`src/hdl/miimac_pkg.sv`:
```
// shared constants and types for the nibble-wide media interface mac
package miimac_pkg;
  localparam int unsigned REF_CLK_HZ   = 25000000;
  localparam int unsigned NIB_W        = 4;
  localparam int unsigned FIFO_DEPTH   = 8;
  localparam logic [4:0]  PRE_NIBBLES  = 5'h0F;
  localparam logic [3:0]  PRE_NIBBLE   = 4'h5;
  localparam logic [3:0]  SFD_HI       = 4'hD;
  localparam logic [7:0]  FLAG_OCTET   = 8'h5D;
  localparam logic [4:0]  IFG_NIBBLES  = 5'h18;
  localparam logic [4:0]  JAM_NIBBLES  = 5'h08;
  localparam logic [3:0]  JAM_NIBBLE   = 4'h5;
  localparam int unsigned SLOT_SHIFT   = 7;
  localparam logic [31:0] CRC_INIT     = 32'hFFFFFFFF;
  localparam logic [31:0] CRC_POLY     = 32'hEDB88320;
  localparam logic [31:0] CRC_RESIDUE  = 32'hDEBB20E3;
  localparam logic [7:0]  LFSR_SEED    = 8'hA5;

  typedef struct packed {
    logic       last;
    logic [7:0] data;
  } miimac_byte_t;

  typedef struct packed {
    logic       dv;
    logic       er;
    logic [3:0] d;
  } miimac_rxpins_t;

  typedef enum {TX_IDLE, TX_PRE, TX_DATA, TX_CRC, TX_JAM, TX_FLUSH, TX_BACKOFF, TX_IFG}
    miimac_txst_t;
  typedef enum {RX_IDLE, RX_HUNT, RX_DATA, RX_SKIP} miimac_rxst_t;
endpackage : miimac_pkg

```
`src/hdl/miimac_top.sv`:
```
// nibble-wide media interface mac: transmit framing, receive framing, fifo
`timescale 1ns/100ps

module miimac_fifo #(
  parameter int unsigned WIDTH = 9,
  parameter int unsigned DEPTH = 8
) (
  input  wire logic             ref_clk,
  input  wire logic             nrst,
  input  wire logic             inValid,
  output logic                  inReady,
  input  wire logic [WIDTH-1:0] inData,
  output logic                  outValid,
  input  wire logic             outReady,
  output logic      [WIDTH-1:0] outData
);
  localparam int unsigned AW = $clog2(DEPTH);
  logic [WIDTH-1:0] memFf [DEPTH];
  logic [AW-1:0]    wrPtrFf;
  logic [AW-1:0]    rdPtrFf;
  logic [AW:0]      cntFf;
  logic [AW:0]      nxt_cnt;
  wire              doWr = inValid && inReady;
  wire              doRd = outValid && outReady;

  assign nxt_cnt = cntFf + {{AW{1'b0}}, doWr} - {{AW{1'b0}}, doRd};
  assign outData = memFf[rdPtrFf];

  always_ff @(posedge ref_clk) begin
    if (doWr) memFf[wrPtrFf] <= inData;
  end

  // flags registered from the next count so both sides see honest full/empty
  always_ff @(posedge ref_clk or negedge nrst) begin
    if (!nrst) begin
      wrPtrFf  <= '0;
      rdPtrFf  <= '0;
      cntFf    <= '0;
      inReady  <= 1'b0;
      outValid <= 1'b0;
    end else begin
      if (doWr) wrPtrFf <= (wrPtrFf == AW'(DEPTH - 1)) ? '0 : wrPtrFf + 1'b1;
      if (doRd) rdPtrFf <= (rdPtrFf == AW'(DEPTH - 1)) ? '0 : rdPtrFf + 1'b1;
      cntFf    <= nxt_cnt;
      inReady  <= nxt_cnt != (AW+1)'(DEPTH);
      outValid <= nxt_cnt != '0;
    end
  end
endmodule : miimac_fifo

module miimac_top
  import miimac_pkg::*;
(
  input  wire logic       ref_clk,
  input  wire logic       nrst,
  input  wire logic       external_phy_select,
  input  wire logic       tx_nibble_clk,
  input  wire logic       rx_nibble_clk,
  output logic            intTxEnable,
  output logic [3:0]      intTxd,
  input  wire logic       intRxDv,
  input  wire logic       intRxEr,
  input  wire logic [3:0] intRxd,
  input  wire logic       intCarrierSense,
  input  wire logic       intCollision,
  output logic            tx_enable_out,
  output logic [3:0]      extTxd,
  input  wire logic       extRxDv,
  input  wire logic       extRxEr,
  input  wire logic [3:0] extRxd,
  input  wire logic       carrier_sense_in,
  input  wire logic       collision_in,
  input  wire logic       txByteValid,
  input  wire logic [7:0] txByteData,
  input  wire logic       txByteLast,
  output logic            txByteReady,
  output logic            txDone,
  output logic            txCollision,
  output logic            txUnderrun,
  output logic            rxByteValid,
  output logic [7:0]      rxByte,
  output logic            rxFrameEnd,
  output logic            rxFrameGood,
  output logic            rxCrcError
);
  function automatic logic [31:0] crcByte(input logic [31:0] c, input logic [7:0] b);
    logic [31:0] r;
    r = c ^ {24'h000000, b};
    for (int i = 0; i < 8; i++) begin
      r = r[0] ? ((r >> 1) ^ CRC_POLY) : (r >> 1);
    end
    return r;
  endfunction : crcByte

  // synchronisers: first stage feeds only the second
  logic [1:0]     extSelSy;
  logic [2:0]     txClkSy;
  logic [2:0]     rxClkSy;
  logic [1:0]     crsSy;
  logic [1:0]     colSy;
  miimac_rxpins_t rxPinsS1;
  miimac_rxpins_t rxPinsS2;
  wire            useExt = extSelSy[1];
  miimac_rxpins_t rxPinsRaw;
  assign rxPinsRaw = useExt ? {extRxDv, extRxEr, extRxd} : {intRxDv, intRxEr, intRxd};
  wire crsRaw = useExt ? carrier_sense_in : intCarrierSense;
  wire colRaw = useExt ? collision_in : intCollision;

  always_ff @(posedge ref_clk or negedge nrst) begin
    if (!nrst) begin
      extSelSy <= '0;
      txClkSy  <= '0;
      rxClkSy  <= '0;
      crsSy    <= '0;
      colSy    <= '0;
      rxPinsS1 <= '0;
      rxPinsS2 <= '0;
    end else begin
      extSelSy <= {extSelSy[0], external_phy_select};
      txClkSy  <= {txClkSy[1:0], tx_nibble_clk};
      rxClkSy  <= {rxClkSy[1:0], rx_nibble_clk};
      crsSy    <= {crsSy[0], crsRaw};
      colSy    <= {colSy[0], colRaw};
      rxPinsS1 <= rxPinsRaw;
      rxPinsS2 <= rxPinsS1;
    end
  end

  wire txTick = txClkSy[1] && !txClkSy[2];
  wire rxTick = rxClkSy[1] && !rxClkSy[2];
  wire crs    = crsSy[1];
  wire col    = colSy[1];

  // transmit side
  miimac_byte_t fifoOut;
  logic         fifoValid;
  logic         fifoPop;
  miimac_fifo #(.WIDTH($bits(miimac_byte_t)), .DEPTH(FIFO_DEPTH)) uFifo (
    .ref_clk  (ref_clk),
    .nrst     (nrst),
    .inValid  (txByteValid),
    .inReady  (txByteReady),
    .inData   ({txByteLast, txByteData}),
    .outValid (fifoValid),
    .outReady (fifoPop),
    .outData  (fifoOut)
  );

  miimac_txst_t txStFf;
  logic [4:0]   txCntFf;
  logic [10:0]  boffCntFf;
  logic         hiNibFf;
  logic [31:0]  txCrcFf;
  logic [7:0]   lfsrFf;
  logic         txEnFf;
  logic         flushFf;
  logic [3:0]   txdFf;
  wire  [31:0]  txFcs   = ~txCrcFf;
  wire          inFrame = txStFf == TX_PRE || txStFf == TX_DATA || txStFf == TX_CRC;
  wire          colHit  = txTick && col && inFrame;
  // drop the remainder of an aborted frame one byte per cycle
  assign fifoPop = (txStFf == TX_FLUSH && fifoValid)
                 || (txTick && txStFf == TX_DATA && hiNibFf && !colHit);

  always_ff @(posedge ref_clk or negedge nrst) begin
    if (!nrst) lfsrFf <= LFSR_SEED;
    else lfsrFf <= {lfsrFf[6:0], lfsrFf[7] ^ lfsrFf[5] ^ lfsrFf[4] ^ lfsrFf[3]};
  end

  always_ff @(posedge ref_clk or negedge nrst) begin
    if (!nrst) begin
      txStFf      <= TX_IDLE;
      txCntFf     <= '0;
      boffCntFf   <= '0;
      hiNibFf     <= 1'b0;
      txCrcFf     <= CRC_INIT;
      txEnFf      <= 1'b0;
      flushFf     <= 1'b0;
      txdFf       <= '0;
      txDone      <= 1'b0;
      txCollision <= 1'b0;
      txUnderrun  <= 1'b0;
    end else begin
      txDone      <= 1'b0;
      txCollision <= 1'b0;
      txUnderrun  <= 1'b0;
      if (colHit) begin
        txStFf      <= TX_JAM;
        txCntFf     <= JAM_NIBBLES - 5'h01;
        txEnFf      <= 1'b1;
        txdFf       <= JAM_NIBBLE;
        txCollision <= 1'b1;
        // in the crc phase every byte has already left the fifo
        flushFf     <= txStFf != TX_CRC;
      end else if (txStFf == TX_FLUSH) begin
        if (fifoValid && fifoOut.last) txStFf <= TX_BACKOFF;
        else if (!fifoValid) txStFf <= TX_BACKOFF;
      end else if (txTick) begin
        case (txStFf)
          TX_IDLE: begin
            // defer while the cable is busy
            if (fifoValid && !crs) begin
              txStFf  <= TX_PRE;
              txCntFf <= PRE_NIBBLES - 5'h01;
              txEnFf  <= 1'b1;
              txdFf   <= PRE_NIBBLE;
              txCrcFf <= CRC_INIT;
            end
          end
          TX_PRE: begin
            txCntFf <= txCntFf - 5'h01;
            txdFf   <= (txCntFf == '0) ? SFD_HI : PRE_NIBBLE;
            if (txCntFf == '0) begin
              txStFf  <= TX_DATA;
              hiNibFf <= 1'b0;
            end
          end
          TX_DATA: begin
            if (!hiNibFf && !fifoValid) begin
              txStFf     <= TX_JAM;
              txCntFf    <= JAM_NIBBLES - 5'h01;
              txdFf      <= JAM_NIBBLE;
              txUnderrun <= 1'b1;
              flushFf    <= 1'b1;
            end else if (!hiNibFf) begin
              txdFf   <= fifoOut.data[3:0];
              txCrcFf <= crcByte(txCrcFf, fifoOut.data);
              hiNibFf <= 1'b1;
            end else begin
              txdFf   <= fifoOut.data[7:4];
              hiNibFf <= 1'b0;
              if (fifoOut.last) begin
                txStFf  <= TX_CRC;
                txCntFf <= 5'h07;
              end
            end
          end
          TX_CRC: begin
            txdFf   <= txFcs[4*(3'h7-txCntFf[2:0]) +: 4];
            txCntFf <= txCntFf - 5'h01;
            if (txCntFf == '0) begin
              txStFf  <= TX_IFG;
              txCntFf <= IFG_NIBBLES - 5'h01;
            end
          end
          TX_JAM: begin
            txCntFf <= txCntFf - 5'h01;
            if (txCntFf == '0) begin
              txEnFf    <= 1'b0;
              txdFf     <= '0;
              // random slot count; no retry, software resends
              boffCntFf <= {lfsrFf[3:0], 7'h00};
              txStFf    <= flushFf ? TX_FLUSH : TX_BACKOFF;
            end
          end
          TX_BACKOFF: begin
            if (boffCntFf == '0) begin
              txStFf  <= TX_IFG;
              txCntFf <= IFG_NIBBLES - 5'h01;
            end else if (!crs) begin
              boffCntFf <= boffCntFf - 11'h001;
            end
          end
          TX_IFG: begin
            if (txCntFf == '0) txStFf <= TX_IDLE;
            else txCntFf <= txCntFf - 5'h01;
          end
          default: txStFf <= TX_IDLE;
        endcase
        if (txStFf == TX_CRC && txCntFf == '0) begin
          txDone <= 1'b1;
        end
        // first gap tick: the last crc nibble now stands on the pins
        if (txStFf == TX_IFG) begin
          txEnFf <= 1'b0;
          txdFf  <= '0;
        end
      end
    end
  end

  // enable falls on the edge after the last crc nibble was put out
  always_ff @(posedge ref_clk or negedge nrst) begin
    if (!nrst) begin
      tx_enable_out <= 1'b0;
      extTxd        <= '0;
      intTxEnable   <= 1'b0;
      intTxd        <= '0;
    end else if (txTick) begin
      tx_enable_out <= useExt && txEnFf;
      extTxd        <= useExt ? txdFf : 4'h0;
      intTxEnable   <= !useExt && txEnFf;
      intTxd        <= useExt ? 4'h0 : txdFf;
    end
  end

  // receive side, advances only on rx clock edges
  miimac_rxst_t rxStFf;
  logic [3:0]   prevNibFf;
  logic         rxHiFf;
  logic         rxErrFf;
  logic [31:0]  rxCrcFf;
  wire  [3:0]   rxNib  = rxPinsS2.d;
  wire  [7:0]   rxFull = {rxNib, prevNibFf};
  // flag matched in arrival order: earlier nibble is the high digit
  wire  [7:0]   rxPair = {prevNibFf, rxNib};

  always_ff @(posedge ref_clk or negedge nrst) begin
    if (!nrst) begin
      rxStFf      <= RX_IDLE;
      prevNibFf   <= '0;
      rxHiFf      <= 1'b0;
      rxErrFf     <= 1'b0;
      rxCrcFf     <= CRC_INIT;
      rxByteValid <= 1'b0;
      rxByte      <= '0;
      rxFrameEnd  <= 1'b0;
      rxFrameGood <= 1'b0;
      rxCrcError  <= 1'b0;
    end else begin
      rxByteValid <= 1'b0;
      rxFrameEnd  <= 1'b0;
      if (rxTick) begin
        prevNibFf <= rxNib;
        case (rxStFf)
          RX_IDLE: begin
            if (rxPinsS2.dv) begin
              rxStFf  <= RX_HUNT;
              rxErrFf <= rxPinsS2.er;
            end
          end
          RX_HUNT: begin
            if (!rxPinsS2.dv) begin
              rxStFf <= RX_IDLE;
            end else if (rxPair == FLAG_OCTET) begin
              rxStFf  <= RX_DATA;
              rxHiFf  <= 1'b0;
              rxCrcFf <= CRC_INIT;
            end
            if (rxPinsS2.er) rxErrFf <= 1'b1;
          end
          RX_DATA: begin
            if (!rxPinsS2.dv) begin
              rxStFf      <= RX_IDLE;
              rxFrameEnd  <= 1'b1;
              rxFrameGood <= !rxErrFf && !rxHiFf && rxCrcFf == CRC_RESIDUE;
              rxCrcError  <= rxErrFf || rxCrcFf != CRC_RESIDUE;
            end else begin
              rxHiFf <= !rxHiFf;
              if (rxPinsS2.er) rxErrFf <= 1'b1;
              if (rxHiFf) begin
                rxByte      <= rxFull;
                rxByteValid <= 1'b1;
                rxCrcFf     <= crcByte(rxCrcFf, rxFull);
              end
            end
          end
          default: rxStFf <= RX_IDLE;
        endcase
      end
    end
  end
endmodule : miimac_top

```
`config.mk`:
```
export PLATFORM = sky130hd
export DESIGN_NAME = miimac_top
export DESIGN_NICKNAME = d
export VERILOG_FILES = /design/src/hdl/miimac_pkg.sv /design/src/hdl/miimac_top.sv
export SDC_FILE = /design/constraint.sdc
export NUM_CORES = 1
export LEC_CHECK = 0
export ABC_CLOCK_PERIOD_IN_PS = 5600
export CORE_MARGIN = 4
export CORE_UTILIZATION = 25
export DETAILED_ROUTE_END_ITERATION = 8
export DONT_BUFFER_PORTS = 1
export SKIP_LAST_GASP = 1
export SLEW_MARGIN = 20
export SYNTH_ARGS = -nofsm -noshare
export SYNTH_HDL_FRONTEND = slang
export SYNTH_SLANG_ARGS = --single-unit
```
`constraint.sdc`:
```
create_clock -name ref_clk -period 5.6 [get_ports ref_clk]
set_input_delay 0.56 -clock ref_clk [delete_from_list [all_inputs] [get_ports ref_clk]]
set_output_delay 0.56 -clock ref_clk [all_outputs]
set_load 0.02 [all_outputs]
```
## Yosys cells after proc, flatten, opt, wreduce, memory -nomap -nowiden

Memories as Yosys holds them, arrays and structs flattened.
Cells that the tools add are included.

- Register bits after elaboration: 226
- Bits in writable memories: 72
- Output and inout bits: 26
- Word-level logic and storage cells: 310
- Memories: 1

- Add/subtract/negate cells: 7
- Eq/ne operators: 51
- Shift operators: 1
- Multiplexer cells: 120
- Bitwise operators: 25
- Reduce and logical (&&, ||, !) cells: 63

Memories:

| memory | words | bits a word | rd ports | clocked after memory_dff | wr ports | RTL line | source |
|---|---|---|---|---|---|---|---|
| uFifo.memFf | 8 | 9 | 1 | 0 | 1 | miimac_top.sv:18 | `logic [WIDTH-1:0] memFf [DEPTH];` |

Operators by type and width:

| kind | count |
|---|---|
| $mux 32 | 41 |
| $not 13->14 | 16 |
| $pmux 32 s7 | 1 |
| $eq 32x3->1 const B | 5 |
| $eq 32x2->1 const B | 4 |
| $pmux 32 s2 | 2 |
| $pmux 32 s3 | 1 |
| $eq 32x1->1 const B | 2 |
| $eq 32x4->1 const B | 2 |
| $logic_not 32->1 | 2 |
| $xor 32x8->32 | 2 |
| $mux 5 | 10 |
| $ne 4x4->1 const B | 12 |
| $mux 4 | 11 |
| $mux 1 | 40 |
| $mux 11 | 3 |
| $shiftx 32x33->4 | 1 |
| $eq 32x32->1 const B | 1 |
| $ne 32x3->1 const B | 1 |
| $ne 32x32->1 const B | 1 |
| $not 32->32 | 1 |
| $pmux 5 s6 | 1 |
| $ne 2x2->1 const B | 14 |
| $pmux 11 s2 | 1 |
| 35 further kinds | 92 |

## Longest topological paths before layout

An unclocked memory read counts as a cell.

- Word-level depth: 21
- Gate-level depth with buffers: 15
- Depth with buffers taken out: 13

## Hierarchy

A second synthesis with hierarchy kept.

- Cell total of the unflattened synthesis: 950
- Area, all modules: 11748.8 µm²

By module, submodules not included:

| module | instances | cells each | area each (µm²) | seq. area each (µm²) |
|---|---|---|---|---|
| miimac_top | 1 | 786 | 8328.0 | 3963.8 |
| miimac_fifo | 1 | 164 | 3420.8 | 2462.4 |

## Worst setup path after synthesis

OpenSTA, ideal clock, no wires.

- Path type: register -> register
- From: register txStFf[0]
- To: register uFifo.inReady
- Setup time: 0.127 ns
- Arrival time: 2.920 ns
- Data required time: 5.473 ns
- Path slack: 2.553 ns
- Stages on the path, launching flop included: 15
- Buffers on the path: 2
- Clock period less this slack: 3.047 ns
- Cell sequence: dfrtp_1 > clkbuf_1 > or3b_2 > clkbuf_1 > o41ai_1 > nand2_1 > inv_1 > ha_1 > inv_1 > ha_1 > inv_1 > fa_1 > inv_1 > nor3_1 > nand2_1

- Word-level cells in the longest chain between the ends: 10

RTL lines:

| what | RTL line | source |
|---|---|---|
| start, declared | miimac_top.sv:149 | `miimac_txst_t txStFf;` |
| start signal, assigned | miimac_top.sv:253 | `txStFf <= flushFf ? TX_FLUSH : TX_BACKOFF;` |
| $eq 32x2->1 or $eq 32x3->1 (tied branches) | miimac_top.sv:159, miimac_top.sv:163 |  |
| $logic_or 1x1->1 (2 in series) | miimac_top.sv:159 | `wire inFrame = txStFf == TX_PRE \|\| txStFf == TX_DATA \|\| txStFf == TX_CRC;` |
| $logic_and 1x1->1 | miimac_top.sv:160 | `wire colHit = txTick && col && inFrame;` |
| $logic_not 1->1 | miimac_top.sv:163 | `\|\| (txTick && txStFf == TX_DATA && hiNibFf && !colHit);` |
| $logic_and 1x1->1 | miimac_top.sv:163 |  |
| $logic_or 1x1->1 (*) | miimac_top.sv:163 |  |
| $logic_and 1x1->1 (*) | miimac_top.sv:24 | `wire doRd = outValid && outReady;` |
| net uFifo.doRd | miimac_top.sv:24 |  |
| $sub 4x1->4 (*) | miimac_top.sv:26 | `assign nxt_cnt = cntFf + {{AW{1'b0}}, doWr} - {{AW{1'b0}}, doRd};` |
| net uFifo.nxt_cnt[1] | miimac_top.sv:22 | `logic [AW:0] nxt_cnt;` |
| $ne 4x4->1 (*) | miimac_top.sv:45 | `inReady <= nxt_cnt != (AW+1)'(DEPTH);` |
| end signal, assigned | miimac_top.sv:45 |  |
| end, declared | miimac_top.sv:11 | `output logic inReady,` |

Mark *: on every way through the listed nets, which the timed path passes. The rest lies on a longest branch.
A chain may end at the register's enable or synchronous reset.

## Final worst setup path

- From: register txStFf[1]
- To: register uFifo.outValid

- Word-level cells in the longest chain between the ends: 10

RTL lines:

| what | RTL line | source |
|---|---|---|
| $eq 32x2->1 or $eq 32x3->1 (tied branches) | miimac_top.sv:159, miimac_top.sv:163 |  |
| $logic_or 1x1->1 (2 in series) | miimac_top.sv:159 |  |
| $logic_and 1x1->1 | miimac_top.sv:160 |  |
| $logic_not 1->1 | miimac_top.sv:163 |  |
| $logic_and 1x1->1 | miimac_top.sv:163 |  |
| $logic_or 1x1->1 (*) | miimac_top.sv:163 |  |
| $logic_and 1x1->1 (*) | miimac_top.sv:24 |  |
| net uFifo.doRd | miimac_top.sv:24 |  |
| $sub 4x1->4 (*) | miimac_top.sv:26 |  |
| net uFifo.nxt_cnt[1] | miimac_top.sv:22 |  |
| $reduce_bool 4->1 (*) | miimac_top.sv:46 | `outValid <= nxt_cnt != '0;` |
| end signal, assigned | miimac_top.sv:40 | `outValid <= 1'b0;` |
| end signal, assigned | miimac_top.sv:46 |  |
| end, declared | miimac_top.sv:13 | `output logic outValid,` |

Marked as above.

==> results.cfg <==
[sta]
tns_ns = 0
post-route-min-period_ns = 3.481
setup_viol_count_final = 0
period_share_pct = 62.17
hold_viol = 18
grt_setup_unrepaired = no
fin_worst_skew_ns = 0.02278
max_freq_mhz = 287.2
fin_ws_ns = 2.119
slew_headroom_pct = 28.29
worst-slew-pin-transition_ns = 1.072
drv_slew = 0
hold_ws_ns = -0.09110

[yosys]
yosysSeqAreaShare_pct = 54.81
synth_nets = 1028
mappedNetlistArea_sq_um = 11720
synth.avg_cell_area_sq_um = 11.94
ys_top_cells_by_count = dfrtp_1 (99), nand2_1 (96), nor2_1 (79), xnor2_1 (77), edfxtp_1 (72)
synth_largest_area_cell = dfrtp_1
ys_types = 69
async_flop_share_pct = 69.87
synth-edff-count = 72
ys.flop_type = dfrtp_1
synth.area.top_cells = dfrtp_1 (21%), edfxtp_1 (18%), dfstp_2 (15%), xnor2_1 (5.8%), nand2_1 (3.1%)
ys_ff_latch = 239
yosysMostFrequentCell = dfrtp_1
synthCells = 982
synth_top_cell_area_share_pct = 21.13
synth_warnings = 0

[floorplanning]
boundaryPins = 57
fp.dieArea_sq_um = 50420
die_w_um = 224.6
rows = 79
initial_core_util_pct = 25.24
core-area_sq_um = 46460
die_y_um = 224.6

[global_routing]
grt_max_degree = 168
overflow = 0
grt_use_met3_pct = 2.415
grtUsageMet1_pct = 13.80
use_met2_pct = 16.31
grt_use_total_pct = 10.13
antenna_found_initial = 0
first_global_vias = 7349
top_usage_layer = met2
grt_pass1_wl_um = 42090

[cts]
cts.path.max_buffers = 3
ctsHtreeMaxLevel = 1
cts_buffers = 26
clk_pin_slew_worst_paths_ns = 0.07
root_buffer = clkbuf_16
insertion_delay_ns = 0.55
cts_sinks = 239
cts_tree = yes

[pwr]
irDropWorstVdd_mv = 0.4247
seq_power_share_pct = 30.4
swShare_pct = 37.76
power.internal_mw = 6.008
p_sw_mw = 3.645
power_frac_clock_pct = 18.0
cellLeakagePower_nw = 5.127
p_per_area_nw_per_um2 = 727.9
combPwrFrac_pct = 51.6

[detailed_routing]
route.detailed.drc = 0
dr.pass1.iters = 5
wire_per_inst_um = 16.23
via_per_inst = 4.558
drt_first_iter_violations = 579
vias = 7292
wl_um = 25960
final_antenna_net_count = 0

[place]
preCtsSetupSlack_ns = 2.124
gp_congestion = 0.8471
dp_hpwl_um = 17060
port_buffers = 0

[setup_path]
cp-end-kind = flop
critPathKind = reg -> reg
critPathRequiredTime_ns = 6.03
start_kind = flop
max_stage_delay_ns = 0.83
crit_fanout = 28
crit_chain = or3b_2, o41ai_1, nand2_1, inv_1, ha_1, inv_1, ha_1, inv_1, fa_1, inv_1, nor3_1, nand2b_1
cp.arrival_ns = 3.92
path_common_cell = inv_1
crit_slowest_cell = dfrtp_1

[layout]
final-seq-area_sq_um = 6427
nets = 1018
multi_input_area_sq_um = 5037
nFillCells = 4744
drive_gt1_share_pct = 16.53
postLayoutCoreUtil_pct = 28.55
area_growth_pct = 13.12

[job]
maxCapViolCount = 0

[min_path]
hold_class = in -> async

[status]
violations = negative hold slack
status = finished, violations left
==> layout by cell type (no fill, tap or decap), types with 4 or more instances in the layout <==
cell | synthesis | final
dfrtp_1 | 99 | 98
nand2_1 | 96 | 96
nor2_1 | 79 | 78
xnor2_1 | 77 | 77
edfxtp_1 | 72 | 72
dfstp_2 | 68 | 68
a21oi_1 | 55 | 55
xor2_1 | 41 | 41
o21ai_0 | 30 | 30
mux2i_1 | 30 | 30
clkbuf_16 | 0 | 26
inv_1 | 23 | 23
a31oi_1 | 22 | 22
o22a_1 | 17 | 17
nand2b_1 | 15 | 15
xnor3_1 | 15 | 15
ha_1 | 14 | 14
nand3_1 | 13 | 13
nor3_1 | 18 | 13
nor2b_1 | 13 | 12
mux2_2 | 12 | 12
mux4_2 | 12 | 12
a22o_1 | 9 | 9
a22oi_1 | 9 | 9
clkbuf_1 | 36 | 7
a21o_1 | 6 | 6
nor4_1 | 7 | 6
nand4_1 | 6 | 6
buf_4 | 1 | 6
nor3_2 | 0 | 5
nand3b_1 | 5 | 5
a32o_1 | 5 | 5
clkinv_1 | 2 | 4
o211ai_1 | 4 | 4
a221oi_2 | 4 | 4
xnor2_2 | 4 | 4
clkinv_2 | 0 | 4
==> worst max-delay path, delay by kind of cell (launching register included) <==
| kind | cells | cell delay, ns |
|---|---|---|
| adder cells (fa/ha/maj) | 3 | 0.88 |
| AND/OR/NAND/NOR | 4 | 1.09 |
| buffers and inverters | 4 | 0.30 |
| flip-flops | 1 | 0.83 |
| AO/OA/AOI/OAI | 1 | 0.26 |
==> area by class of cell <==
type / instances / share of cell area (%)
clock inverter: 14 / 1.264
tap: 607 / 5.727
inverter: 25 / 0.7076
antenna: 1 / 0.01887
clock buffer: 34 / 5.208
sequential: 239 / 48.47
timing repair buffer: 8 / 0.6227
multi-input combinational: 672 / 37.98
==> metal layers <==
layer / share of wire, % / up-vias
li1: - / 3496
met1: 45 / 3593
met2: 47 / 157
met3: 5.1 / 46
met4: 2.6 / 0
met5: 0 / -
==> registers in the layout, indices dropped and copies added (netlist names), 5 cells and up <==
signal / count
rxPinsS1: 6
lfsrFf: 8
uFifo.memFf: 72
txCntFf: 5
rxCrcFf: 32
txCrcFf: 32
rxByte: 8
boffCntFf: 11
==> power by group through the flow <==
stage	combinational, mW	clock (mW)	sequential (mW)
floorplan	4.36	0	2.65
global placement	4.91	0	2.95
detailed placement	4.94	0	2.97
CTS	5.00	1.79	2.94
global route	5.39	1.88	3.00
finish	4.98	1.74	2.93
==> stage by stage <==
step	std cells	area [sq um]	total power [mW]
2_1_floorplan	982	11720	7.018
3_3_place_gp	1549	12360	7.856
3_5_place_dp	1549	12360	7.906
4_1_cts	1598	13250	9.734
5_1_grt	1599	13260	10.27
6_report	1600	13260	9.654
==> worst paths after layout <==
path | startpoint | cells past startpoint | endpoint | slack [ns]
worst max-delay path | txStFf[1]$_DFFE_PN0P_ | 12 | uFifo.outValid$_DFF_PN0_ | 2.12
worst max register to register | txStFf[1]$_DFFE_PN0P_ | 12 | uFifo.outValid$_DFF_PN0_ | 2.12
min in group ref_clk | rx_nibble_clk | 0 | rxClkSy[0]$_DFF_PN0_ | 0.05
worst min register to register | rxPinsS1[4]$_DFF_PN0_ | 0 | rxPinsS2[4]$_DFF_PN0_ | 0.35
worst min-delay path | nrst | 1 | rxFrameEnd$_DFF_PN0_ | -0.09
max in group asynchronous | nrst | 1 | uFifo.rdPtrFf[0]$_DFFE_PN0P_ | 4.72
==> logic make-up (layout without fill, tap and decap cells) <==
group           after synthesis  count (layout)  synth area share [%]
simple gates                274             274                 10.92
flops                       239             239                 54.81
compound gates              185             185                 10.51
xor+xnor                    143             143                 13.35
buf+inv                      71              81                 2.529
mux                          55              55                 6.211
fa+ha+maj                    15              15                 1.665
other cells                   0               1                     0
==> what timing repair did <==
| item | in CTS | in global routing |
|---|---|---|
| endpoints found under the hold margin | 167 | 1 |
| hold buffers | 1 | 1 |
| gates resized for setup | 0 | 0 |
| setup buffers | 0 | 0 |
(Power assumes the default switching activity.)
